===== config.mk =====
export PLATFORM = sky130hd
export DESIGN_NAME = nand_host
export DESIGN_NICKNAME = d
export VERILOG_FILES = /design/src/logic/nand_host_pkg.sv /design/src/logic/nand_host.sv
export SDC_FILE = /design/constraint.sdc
export NUM_CORES = 1
export LEC_CHECK = 0
export ABC_AREA = 1
export BUFFER_PORTS_ARGS = -buffer_cell sky130_fd_sc_hd__buf_2
export CAP_MARGIN = 10
export CELL_PAD_IN_SITES_DETAIL_PLACEMENT = 0
export CELL_PAD_IN_SITES_GLOBAL_PLACEMENT = 1
export CORE_UTILIZATION = 42
export CTS_CLUSTER_SIZE = 12
export DETAILED_ROUTE_END_ITERATION = 10
export PLACE_DENSITY_LB_ADDON = 0.1
export SLEW_MARGIN = 15
export SYNTH_ARGS = -nofsm -noshare
export SYNTH_HDL_FRONTEND = slang
export SYNTH_SLANG_ARGS = --single-unit

===== constraint.sdc =====
create_clock -name i_core_clk -period 1.9 [get_ports i_core_clk]
set_input_delay 0.285 -clock i_core_clk [delete_from_list [all_inputs] [get_ports i_core_clk]]
set_output_delay 0.285 -clock i_core_clk [all_outputs]
set_load 0.05 [all_outputs]

===== src/logic/nand_host_pkg.sv =====
// Purpose: Constants and types for the NAND flash host controller
// Assumes: 20 MHz core clock, AXI4-Lite register access
// Notes:   All pin timing counts derive from nanosecond figures below
// What this block does
// - Command byte latched on write rise, command latch high
// - Address byte latched on write rise, address latch high
// - Guard low inhibits; host holds it during busy
// - Full address sent as four bytes, column then row; column-only or row-only address as two bytes
// - Latch levels select command, address, data cycles
// - Read busy, select low: keep strobes high
// - Software, not the host, reads the four sector ECC statuses
// - At most four partial programs per page; software keeps the count, the host does not
package nand_host_pkg;
   // ****************************************************************
   // Timing
   // ****************************************************************
   localparam int CLK_PERIOD_NS   = 50;
   localparam int WRITE_LOW_NS    = 12;
   localparam int CS_SETUP_NS     = 20;
   localparam int READ_ACCESS_NS  = 20;
   localparam int BUS_GAP_NS      = 100;
   localparam int SYNC_STAGES     = 3;
   localparam int CNT_W           = 3;

   function automatic int ceil_cyc(input int ns);
      ceil_cyc = (ns + CLK_PERIOD_NS - 1) / CLK_PERIOD_NS;
      if (ceil_cyc < 1) ceil_cyc = 1;
   endfunction

   localparam int WR_LOW_CYC = ceil_cyc(WRITE_LOW_NS);
   localparam int RD_LOW_CYC = ceil_cyc(READ_ACCESS_NS) + SYNC_STAGES;
   localparam int SETUP_CYC  = ceil_cyc(CS_SETUP_NS);
   localparam int GAP_CYC    = ceil_cyc(BUS_GAP_NS);

   // ****************************************************************
   // Register map
   // ****************************************************************
   localparam int         AXI_AW      = 8;
   localparam logic [7:0] REG_CTRL    = 8'h00;
   localparam logic [7:0] REG_ADDR    = 8'h04;
   localparam logic [7:0] REG_OP      = 8'h08;
   localparam logic [7:0] REG_STATUS  = 8'h0C;
   localparam int CTRL_CS_BIT    = 0;
   localparam int CTRL_GUARD_BIT = 1;
   localparam int COL_LSB        = 0;
   localparam int COL_W          = 12;
   localparam int ROW_LSB        = 16;
   localparam int ROW_W          = 16;
   localparam int OP_KIND_LSB    = 8;
   localparam int ST_BUSY_BIT    = 0;
   localparam int ST_READY_BIT   = 1;
   localparam int ST_DATA_LSB    = 8;
   localparam logic [1:0] RESP_OKAY   = 2'h0;
   localparam logic [1:0] RESP_SLVERR = 2'h2;
   localparam logic [1:0] BEAT_COL0   = 2'h0;
   localparam logic [1:0] BEAT_COL1   = 2'h1;
   localparam logic [1:0] BEAT_ROW0   = 2'h2;
   localparam logic [1:0] BEAT_ROW1   = 2'h3;

   typedef enum logic [2:0] {
      K_CMD, K_ADDR_FULL, K_ADDR_COL, K_ADDR_ROW, K_DATA_WR, K_DATA_RD, K_WAIT_READY
   } op_kind_t;

   typedef struct packed {
      op_kind_t   kind;
      logic [7:0] data;
   } op_t;

   // Byte of the address for one address beat
   function automatic logic [7:0] addr_byte(input logic [1:0] beat,
                                            input logic [COL_W-1:0] col,
                                            input logic [ROW_W-1:0] row);
      case (beat)
         BEAT_COL0: addr_byte = col[7:0];
         BEAT_COL1: addr_byte = {4'h0, col[11:8]};
         BEAT_ROW0: addr_byte = row[7:0];
         default:   addr_byte = row[15:8];
      endcase
   endfunction
endpackage


===== src/logic/nand_host.sv =====
// Purpose: AXI4-Lite driven host controller for an asynchronous NAND flash
// Assumes: Software sequences commands, addresses and data one operation at a time
// Notes:   Every pin output is registered; ready pin and data inputs are synchronised
//
// The placing of the registers and the AXI4-Lite interface to the registers were chosen for this implementation.
`timescale 1ns/10ps
module nand_host
   import nand_host_pkg::*;
(
   input  wire logic              i_core_clk,
   input  wire logic              i_sys_rst,
   input  wire logic              i_s_axi_awvalid,
   output      logic              o_s_axi_awready,
   input  wire logic [AXI_AW-1:0] i_s_axi_awaddr,
   input  wire logic              i_s_axi_wvalid,
   output      logic              o_s_axi_wready,
   input  wire logic [31:0]       i_s_axi_wdata,
   input  wire logic [3:0]        i_s_axi_wstrb,
   output      logic              o_s_axi_bvalid,
   input  wire logic              i_s_axi_bready,
   output      logic [1:0]        o_s_axi_bresp,
   input  wire logic              i_s_axi_arvalid,
   output      logic              o_s_axi_arready,
   input  wire logic [AXI_AW-1:0] i_s_axi_araddr,
   output      logic              o_s_axi_rvalid,
   input  wire logic              i_s_axi_rready,
   output      logic [31:0]       o_s_axi_rdata,
   output      logic [1:0]        o_s_axi_rresp,
   output      logic              o_cmd_latch,
   output      logic              o_addr_latch,
   output      logic              o_chip_sel_n,
   output      logic              o_write_strobe_n,
   output      logic              o_read_strobe_n,
   output      logic              o_write_guard_n,
   output      logic [7:0]        o_io_port,
   output      logic              o_io_port_oe,
   input  wire logic [7:0]        i_io_port,
   input  wire logic              i_ready_busy_n
);
   // ****************************************************************
   // Synchronisers
   // ****************************************************************
   logic [SYNC_STAGES-1:0] rdy_sync;
   logic                   rdy;
   logic [7:0]             io_s1, io_s2, io_s3;

   always_ff @(posedge i_core_clk) begin
      if (i_sys_rst) begin
         rdy_sync <= '0;
         rdy      <= 1'b0;
         io_s1    <= 8'h00;
         io_s2    <= 8'h00;
         io_s3    <= 8'h00;
      end else begin
         rdy_sync <= {rdy_sync[SYNC_STAGES-2:0], i_ready_busy_n};
         if (rdy_sync[1] == rdy_sync[2]) rdy <= rdy_sync[2];
         io_s1    <= i_io_port;
         io_s2    <= io_s1;
         io_s3    <= io_s2;
      end
   end

   // ****************************************************************
   // Registers and AXI4-Lite slave
   // ****************************************************************
   typedef enum {S_IDLE, S_SETUP, S_LOW, S_GAP, S_WAIT_READY} state_t;
   state_t            state;
   logic [31:0]       ctrl, addr;
   op_t               op;
   logic [7:0]        rd_byte;
   logic              aw_got, w_got;
   logic [AXI_AW-1:0] aw_q;
   logic [31:0]       wd_q;
   logic [3:0]        ws_q;

   function automatic logic [31:0] merge(input logic [31:0] old, input logic [31:0] nw,
                                         input logic [3:0] strb);
      for (int i = 0; i < 4; i++) merge[i*8 +: 8] = strb[i] ? nw[i*8 +: 8] : old[i*8 +: 8];
   endfunction

   wire        wr_fire  = aw_got && w_got && !o_s_axi_bvalid;
   wire        wr_ctrl  = wr_fire && (aw_q == REG_CTRL);
   wire        wr_addr  = wr_fire && (aw_q == REG_ADDR);
   wire        wr_op    = wr_fire && (aw_q == REG_OP);
   wire        op_start = wr_op && (state == S_IDLE);
   wire        wr_ok    = wr_ctrl || wr_addr || op_start;
   wire [31:0] op_word  = merge(32'h0000_0000, wd_q, ws_q);
   wire        ar_fire  = i_s_axi_arvalid && o_s_axi_arready;
   wire        busy     = (state != S_IDLE);
   wire [31:0] status   = ({24'h00_0000, rd_byte} << ST_DATA_LSB)
                        | ({31'h0, rdy} << ST_READY_BIT) | ({31'h0, busy} << ST_BUSY_BIT);
   wire        rd_map   = (i_s_axi_araddr == REG_CTRL) || (i_s_axi_araddr == REG_ADDR)
                        || (i_s_axi_araddr == REG_STATUS);
   wire [31:0] rd_data  = (i_s_axi_araddr == REG_CTRL) ? ctrl :
                          (i_s_axi_araddr == REG_ADDR) ? addr :
                          (i_s_axi_araddr == REG_STATUS) ? status : 32'h0000_0000;

   always_ff @(posedge i_core_clk) begin
      if (i_sys_rst) begin
         o_s_axi_awready <= 1'b1;
         o_s_axi_wready  <= 1'b1;
         o_s_axi_bvalid  <= 1'b0;
         o_s_axi_bresp   <= RESP_OKAY;
         o_s_axi_arready <= 1'b1;
         o_s_axi_rvalid  <= 1'b0;
         o_s_axi_rdata   <= 32'h0000_0000;
         o_s_axi_rresp   <= RESP_OKAY;
         aw_got <= 1'b0;
         w_got  <= 1'b0;
         aw_q   <= '0;
         wd_q   <= 32'h0000_0000;
         ws_q   <= 4'h0;
         ctrl   <= 32'h0000_0000;
         addr   <= 32'h0000_0000;
      end else begin
         if (i_s_axi_awvalid && o_s_axi_awready) begin
            aw_q            <= i_s_axi_awaddr;
            aw_got          <= 1'b1;
            o_s_axi_awready <= 1'b0;
         end
         if (i_s_axi_wvalid && o_s_axi_wready) begin
            wd_q           <= i_s_axi_wdata;
            ws_q           <= i_s_axi_wstrb;
            w_got          <= 1'b1;
            o_s_axi_wready <= 1'b0;
         end
         if (wr_fire) begin
            aw_got         <= 1'b0;
            w_got          <= 1'b0;
            o_s_axi_bvalid <= 1'b1;
            o_s_axi_bresp  <= wr_ok ? RESP_OKAY : RESP_SLVERR;
         end
         if (o_s_axi_bvalid && i_s_axi_bready) begin
            o_s_axi_bvalid  <= 1'b0;
            o_s_axi_awready <= 1'b1;
            o_s_axi_wready  <= 1'b1;
         end
         if (wr_ctrl) ctrl <= merge(ctrl, wd_q, ws_q);
         if (wr_addr) addr <= merge(addr, wd_q, ws_q);
         if (ar_fire) begin
            o_s_axi_arready <= 1'b0;
            o_s_axi_rvalid  <= 1'b1;
            o_s_axi_rdata   <= rd_data;
            o_s_axi_rresp   <= rd_map ? RESP_OKAY : RESP_SLVERR;
         end
         if (o_s_axi_rvalid && i_s_axi_rready) begin
            o_s_axi_rvalid  <= 1'b0;
            o_s_axi_arready <= 1'b1;
         end
      end
   end

   // ****************************************************************
   // Pin sequencer
   // ****************************************************************
   logic [CNT_W-1:0] cnt;
   logic [1:0]       beat, last_beat;

   wire [COL_W-1:0] col_addr  = addr[COL_LSB +: COL_W];
   wire [ROW_W-1:0] row_addr  = addr[ROW_LSB +: ROW_W];
   wire op_t        new_op    = '{kind: op_kind_t'(op_word[OP_KIND_LSB +: 3]), data: op_word[7:0]};
   wire             is_addr   = (new_op.kind == K_ADDR_FULL) || (new_op.kind == K_ADDR_COL)
                              || (new_op.kind == K_ADDR_ROW);
   wire [1:0]       first_bt  = (new_op.kind == K_ADDR_ROW) ? BEAT_ROW0 : BEAT_COL0;
   wire [1:0]       end_bt    = (new_op.kind == K_ADDR_COL) ? BEAT_COL1 :
                                is_addr ? BEAT_ROW1 : BEAT_COL0;
   wire [7:0]       first_io  = is_addr ? addr_byte(first_bt, col_addr, row_addr) : new_op.data;
   wire             cnt_done  = (cnt == '0);
   // Sector status read count and partial program count are left to software
   wire             is_read   = (op.kind == K_DATA_RD);
   wire             next_act  = op_start || (state != S_IDLE);

   always_ff @(posedge i_core_clk) begin
      if (i_sys_rst) begin
         state            <= S_IDLE;
         op               <= '{kind: K_CMD, data: 8'h00};
         cnt              <= '0;
         beat             <= 2'h0;
         last_beat        <= 2'h0;
         rd_byte          <= 8'h00;
         o_cmd_latch      <= 1'b0;
         o_addr_latch     <= 1'b0;
         o_chip_sel_n     <= 1'b1;
         o_write_strobe_n <= 1'b1;
         o_read_strobe_n  <= 1'b1;
         o_write_guard_n  <= 1'b0;
         o_io_port        <= 8'h00;
         o_io_port_oe     <= 1'b0;
      end else begin
         o_chip_sel_n <= !(ctrl[CTRL_CS_BIT] || next_act);
         // Guard only changes while the device is ready
         if (rdy) o_write_guard_n <= ctrl[CTRL_GUARD_BIT];
         case (state)
            S_IDLE: if (op_start) begin
               op        <= new_op;
               beat      <= first_bt;
               last_beat <= end_bt;
               cnt       <= CNT_W'(SETUP_CYC - 1);
               if (new_op.kind == K_WAIT_READY) begin
                  state <= S_WAIT_READY;
               end else begin
                  state        <= S_SETUP;
                  o_cmd_latch  <= (new_op.kind == K_CMD);
                  o_addr_latch <= is_addr;
                  o_io_port    <= first_io;
                  o_io_port_oe <= (new_op.kind != K_DATA_RD);
               end
            end
            S_SETUP: if (cnt_done) begin
               state <= S_LOW;
               // Read sample waits for access delay plus synchroniser depth
               cnt   <= is_read ? CNT_W'(RD_LOW_CYC - 1) : CNT_W'(WR_LOW_CYC - 1);
               if (is_read) o_read_strobe_n <= 1'b0;
               else o_write_strobe_n <= 1'b0;
            end else cnt <= cnt - 1'b1;
            S_LOW: if (cnt_done) begin
               state            <= S_GAP;
               cnt              <= CNT_W'(GAP_CYC - 1);
               o_write_strobe_n <= 1'b1;
               o_read_strobe_n  <= 1'b1;
               if (is_read) rd_byte <= io_s3;
            end else cnt <= cnt - 1'b1;
            S_GAP: if (!cnt_done) begin
               cnt <= cnt - 1'b1;
            end else if (beat != last_beat) begin
               beat      <= beat + 2'h1;
               o_io_port <= addr_byte(beat + 2'h1, col_addr, row_addr);
               cnt       <= CNT_W'(SETUP_CYC - 1);
               state     <= S_SETUP;
            end else begin
               o_cmd_latch  <= 1'b0;
               o_addr_latch <= 1'b0;
               o_io_port_oe <= 1'b0;
               state        <= S_IDLE;
            end
            // Strobes stay high while waiting on the busy device
            S_WAIT_READY: if (rdy) state <= S_IDLE;
            default: state <= S_IDLE;
         endcase
      end
   end
endmodule // nand_host


======== Yosys cells after proc, flatten, opt, wreduce, memory -nomap -nowiden ========
Cells that the tools add are included.
operators by class
  magnitude comparators ................... 0
  equal/unequal tests ..................... 31
  shift-type cells ........................ 0
  add/subtract/negate cells ............... 2
  bitwise operators ....................... 2
  reduce and logical (&&, ||, !) cells .... 53
  $mul .................................... 0
  muxes and demuxes ....................... 55
  divide/modulo/power cells ............... 0
operator list
  kind                                                  number
  two-way mux 32 bit                                    7
  one-hot mux 32 bit (5 select lines)                   1
  equality test 32 x 2 -> 1 bit, second input constant  2
  zero test 32 bit                                      2
  two-way mux 8 bit                                     6
  one-hot mux 8 bit (3 select lines)                    2
  equality test 32 x 1 -> 1 bit, second input constant  1
  equality test 32 x 3 -> 1 bit, second input constant  1
  nonzero test 32 bit                                   1
  two-way mux 3 bit                                     7
  != test 2 bit, second input constant                  10
  two-way mux 2 bit                                     9
  AND reduction 2 bit                                   9
  equality test 8 x 3 -> 1 bit, second input constant   2
  equality test 8 x 4 -> 1 bit, second input constant   2
  zero test 8 bit                                       2
  two-way mux 16 bit                                    1
  OR 16 x 1 -> 16 bit                                   1
  OR 16 x 2 -> 16 bit                                   1
  one-hot mux 8 bit (2 select lines)                    1
  AND reduction 5 bit                                   3
  two-way mux 1 bit                                     14
  one-hot mux 3 bit (4 select lines)                    1
  AND reduction 4 bit                                   3
  other kinds (21)                                      54
storage, ports and cells
  bits in read-only memories .............. 0
  bits in latches ......................... 0
  memories ................................ 0
  bits in registers ....................... 244
  output and inout bits ................... 56
  memory bits (writable) .................. 0
  word-level logic and storage cells ...... 183
  input port bits ......................... 68

======== Depth between registers and ports, before layout ========
  depth after elaboration ................. 9
  depth in mapped cells ................... 11
  mapped depth without buffers ............ 10

======== Worst setup path after synthesis ========
No wires, ideal clock.
  path kind ............................... reg2reg
  start point ............................. register o_s_axi_bvalid
  end point ............................... register ctrl[21]
  cell stages (with the launch flop) ...... 9
  path buffers ............................ 2
  library setup time ...................... 0.119 ns
  period minus slack after synthesis ...... 1.673 ns
  setup slack ............................. 0.227 ns
  arrival time ............................ 1.554 ns
  required time ........................... 1.781 ns
  cell sequence ........................... dfxtp_1 -> inv_2 -> nand3_2 -> nor2_4 -> buf_6 -> nand3_2 -> buf_2 -> o21ai_0 -> a21oi_1
on the way
  longest elaborated chain between the ends .. 4
ends and longest elaborated chain
  element                               RTL line          source
  start: declaration                    nand_host.sv:19   output logic o_s_axi_bvalid,
  start signal: assignment              nand_host.sv:102  o_s_axi_bvalid <= 1'b0;
  start signal: assignment              nand_host.sv:130  o_s_axi_bvalid <= 1'b1;
  start signal: assignment              nand_host.sv:134  o_s_axi_bvalid <= 1'b0;
  zero test 1 bit                       nand_host.sv:81   wire wr_fire = aw_got && w_got && !o_s_axi_bvalid;
  logical AND 1 bit                     nand_host.sv:81
  logical AND 1 bit                     nand_host.sv:82   wire wr_ctrl = wr_fire && (aw_q == REG_CTRL);
  AND reduction 2 bit (no source line)  -
  end signal: assignment                nand_host.sv:138  if (wr_ctrl) ctrl <= merge(ctrl, wd_q, ws_q);
  end: declaration                      nand_host.sv:68   logic [31:0] ctrl, addr;
No other way between the ends.
A chain may end at the register's enable or synchronous reset.

======== Worst setup path in the final report ========
  start point ............................. register wd_q[8]
  end point ............................... register o_io_port[1]
on the way
  longest elaborated chain between the ends .. 9
  elaborated cells between the ends (all ways) .. 18
  classes of those cells .................. eq/ne (7); mux (7); reduce/logical (4)
ends and longest elaborated chain
  element                                            RTL line                            source
  start: declaration                                 nand_host.sv:73                     logic [31:0] wd_q;
  start signal: assignment                           nand_host.sv:122                    wd_q <= i_s_axi_wdata;
  two-way mux 3 bit *                                nand_host.sv:78                     for (int i = 0; i < 4; i++) merge[i*8 +: 8] = strb[i] ? nw[i*8 +: 8] : old[i*8 +: 8];
  equality test 3 x 2 -> 1 bit                       nand_host.sv:163, nand_host.sv:164
  two-way mux 2 bit                                  nand_host.sv:164                    wire [1:0] first_bt = (new_op.kind == K_ADDR_ROW) ? BEAT_ROW0 : BEAT_COL0;
  equality test 2 bit, or another cell as far along  nand_host_pkg.sv:73                 case (beat)
  one-hot mux 8 bit (3 select lines)                 nand_host_pkg.sv:73
  two-way mux 8 bit                                  nand_host.sv:167                    wire [7:0] first_io = is_addr ? addr_byte(first_bt, col_addr, row_addr) : new_op.data;
  two-way mux 8 bit                                  nand_host.sv:199                    if (new_op.kind == K_WAIT_READY) begin
  two-way mux 8 bit                                  nand_host.sv:194                    S_IDLE: if (op_start) begin
  one-hot mux 8 bit (2 select lines)                 nand_host.sv:193                    case (state)
  end signal: assignment                             nand_host.sv:205                    o_io_port <= first_io;
  end signal: assignment                             nand_host.sv:227                    o_io_port <= addr_byte(beat + 2'h1, col_addr, row_addr);
  end: declaration                                   nand_host.sv:35                     output logic [7:0] o_io_port,
Every way passes the cells marked *; elsewhere a longest branch is shown, timed or not. The select of a mux whose other input is x is not followed.

==> run metrics <==
Max clock buf depth 3; Max-slew headroom a little under 60%; WL/cell approximately 15 µm; Total GRT Usage 21.69%; Worst Max-Slew Pin Slew 0.6088 ns; PortBufs roughly 120; Final ANT Viol Nets 0; root buffer cell clkbuf_16; Worst setup EP type flop; worst clock skew 0.01381 ns; CTS Buf Count 23; Avg Inst Size Synth ~7.4 µm²; R2R Setup Slk between 0.2 and 0.25 ns; Initial Util 42.86%; endpoints failing hold 0; Die ar. between 20000 and 25000 µm²; Synth area leaders dfxtp_1 47%, nor2_1 9.6%, inv_1 7.2%, o21ai_0 7.1%, nand2_1 6.9%; Worst EP required between 2 and 2.5 ns; Post-Route WL around 24000 µm; Die X between 100 and 150 µm; Final HPWL DP ~16000 µm; period utilisation layout 88.97%; type of the worst setup path reg -> reg; status finished clean; Fill cells ~2200; peak supply drop around 550 µV; dominant cell type by area after synthesis dfxtp_1; Setup TNS Final 0 ns; share of layout cells above drive strength 1 approximately 17%; Clock transition at path regs 0.06 ns; clock latency on the worst-skew pair approximately 0.5 ns; largest net degree at the start of global routing between 70 and 80; CTS Sinks 213; Slew Limit Fails 0; maxcap violations 0; synthesis-to-layout area growth 19.09%; number of global-route vias before repair slightly above 7000; post-synth top area share 47.18%; Yosys reg bits approximately 210; sequential share of the synthesized area roughly 47%; CP max FO 10; Tmin final about 1.7 ns; Synth warnings 0; global-route wire length before repair 38130 µm; detailed-route DRC error count 0; remaining global-route overflow 0; final net count ~1400; FMAX about 590 MHz; Lkg Pwr approximately 4.8 nW; Distinct cells, synth 39; io pins ~120; RSZ-0062 raised after global routing false; site row count between 50 and 60; Setup Viol. Count Final 0; htree depth 1; GP Congestion between 0.8 and 0.9; CTS tree built; initial drt markers 424; Initial DRT Pass Iterations 4; initial antenna violation count 1; Syn Inst Count approximately 1200; chip height between 100 and 150 µm; vias post-DR between 7000 and 8000; critical path startpoint category flop; Worst Hold Class in -> reg; crit path DAT between 2 and 2.5 ns; Core Area approximately 21000 µm²; overall power roughly 11 mW; mapped cell area between 9000 and 10000 µm²; Pwr per Cell Area approximately 1000 nW/µm²; post-DR vias/cell about 4.8
## sequential cells by signal (all words and copies together), names as in the netlist, 2 cells and up
signal / count
addr: 32
aw_q: 8
beat: 2
cnt: 3
ctrl: 32
io_s1: 8
io_s2: 8
io_s3: 8
last_beat: 2
o_io_port: 8
o_s_axi_rdata: 32
op: 3
rd_byte: 8
rdy_sync: 3
state: 3
wd_q: 32
ws_q: 4
## metal layers
layer | track usage (%) | vias to the layer above | share of wire (%)
met5 | 0 | - | 0
met4 | 4.175 | 0 | 1.2
met3 | 3.252 | 25 | 3.9
met2 | 36.00 | 130 | 46
met1 | 29.85 | 3514 | 49
li1 | - | 4141 | -
## synthesized netlist by cell type (all sizes together)
master	instances
o21a	1
o211ai	26
a211oi	22
nor2	236
a22oi	1
xor2	1
nand3b	1
o21ai	131
ha	6
conb	1
nand2	169
buf	22
a21oi	107
o31ai	1
nand2b	1
clkinv	2
nor3	5
inv	177
nand3	54
dfxtp	213
clkbuf	43
o2111ai	1
nand4	5
a21boi	1
## where the power goes
part,switching (mW),internal (mW)
logic,1.37,0.547
registers,0.189,4.74
clock network,1.75,2.53
total,3.31,7.81
## cell type report
| class | count | area [µm²] | area share (%) |
|---|---|---|---|
| Antenna cell | 1 | 2.502 | 0.02325 |
| Clock buffer | 32 | 659.4 | 6.126 |
| Clock inverter | 4 | 45.04 | 0.4185 |
| Inverter | 179 | 675.6 | 6.278 |
| Multi-Input combinational cell | 771 | 3794 | 35.25 |
| Sequential cell | 213 | 4264 | 39.62 |
| Tap cell | 275 | 344.1 | 3.197 |
| Timing Repair Buffer | 159 | 978.4 | 9.091 |
## metrics by stage
| step | worst slack, ns | area [µm²] | instances | hold WS [ns] | util, % |
|---|---|---|---|---|---|
| 2_1_floorplan | 0.2266 | 9041 | 1228 | 0.3883 | - |
| 3_3_place_gp | 0.2385 | 9917 | 1583 | 0.3894 | 47.03 |
| 3_5_place_dp | 0.1749 | 9917 | 1583 | 0.3938 | 47.03 |
| 4_1_cts | 0.1542 | 10710 | 1628 | 0.008200 | 50.80 |
| 5_1_grt | 0.01573 | 10760 | 1633 | 0.03242 | 51.03 |
| 6_report | 0.2096 | 10760 | 1634 | 0.02282 | 51.04 |
## path summary, 6_finish.rpt
path                       start         endpoint  depth (start not counted)
setup / recovery         wd_q[8]     o_io_port[1]                          9
setup reg to reg         wd_q[8]     o_io_port[1]                          9
hold reg to reg         io_s1[4]         io_s2[4]                          2
hold / removal    i_s_axi_rready  o_s_axi_arready                          3
## kinds of logic after synthesis
logic type	synth area share [%]
xor+xnor	0.09693
buf+inv	11.03
compound gates	18.46
fa+ha+maj	0.8307
other cells	0.04149
flops	47.18
simple gates	22.36
## placed cells by master (no fill, tap or decap), types with 25 or more instances in the layout
cell type	count
nor2_1	230
o21ai_0	128
a21oi_1	107
buf_2	120
dfxtp_1	213
nand2_1	165
o211ai_1	26
buf_4	25
nand3_1	43
inv_1	172
## worst max-delay path, cell delays in order, from the launching register on
cell and delay [ns]:
dfxtp_1 0.45, nand2_1 0.17, nand2_1 0.14, nand2_2 0.15, inv_2 0.22, nand3_1 0.11, nand2_1 0.06, nand2_1 0.10
nor2_1 0.12, nor2_1 0.05
## timing repair
action,4_1_cts,5_1_grt
gates resized for setup,0,3
hold buffers,9,0
endpoints found under the hold margin,9,0
endpoints found under the setup margin,0,13
buffers inserted,0,5
(Power assumes the default switching activity.)
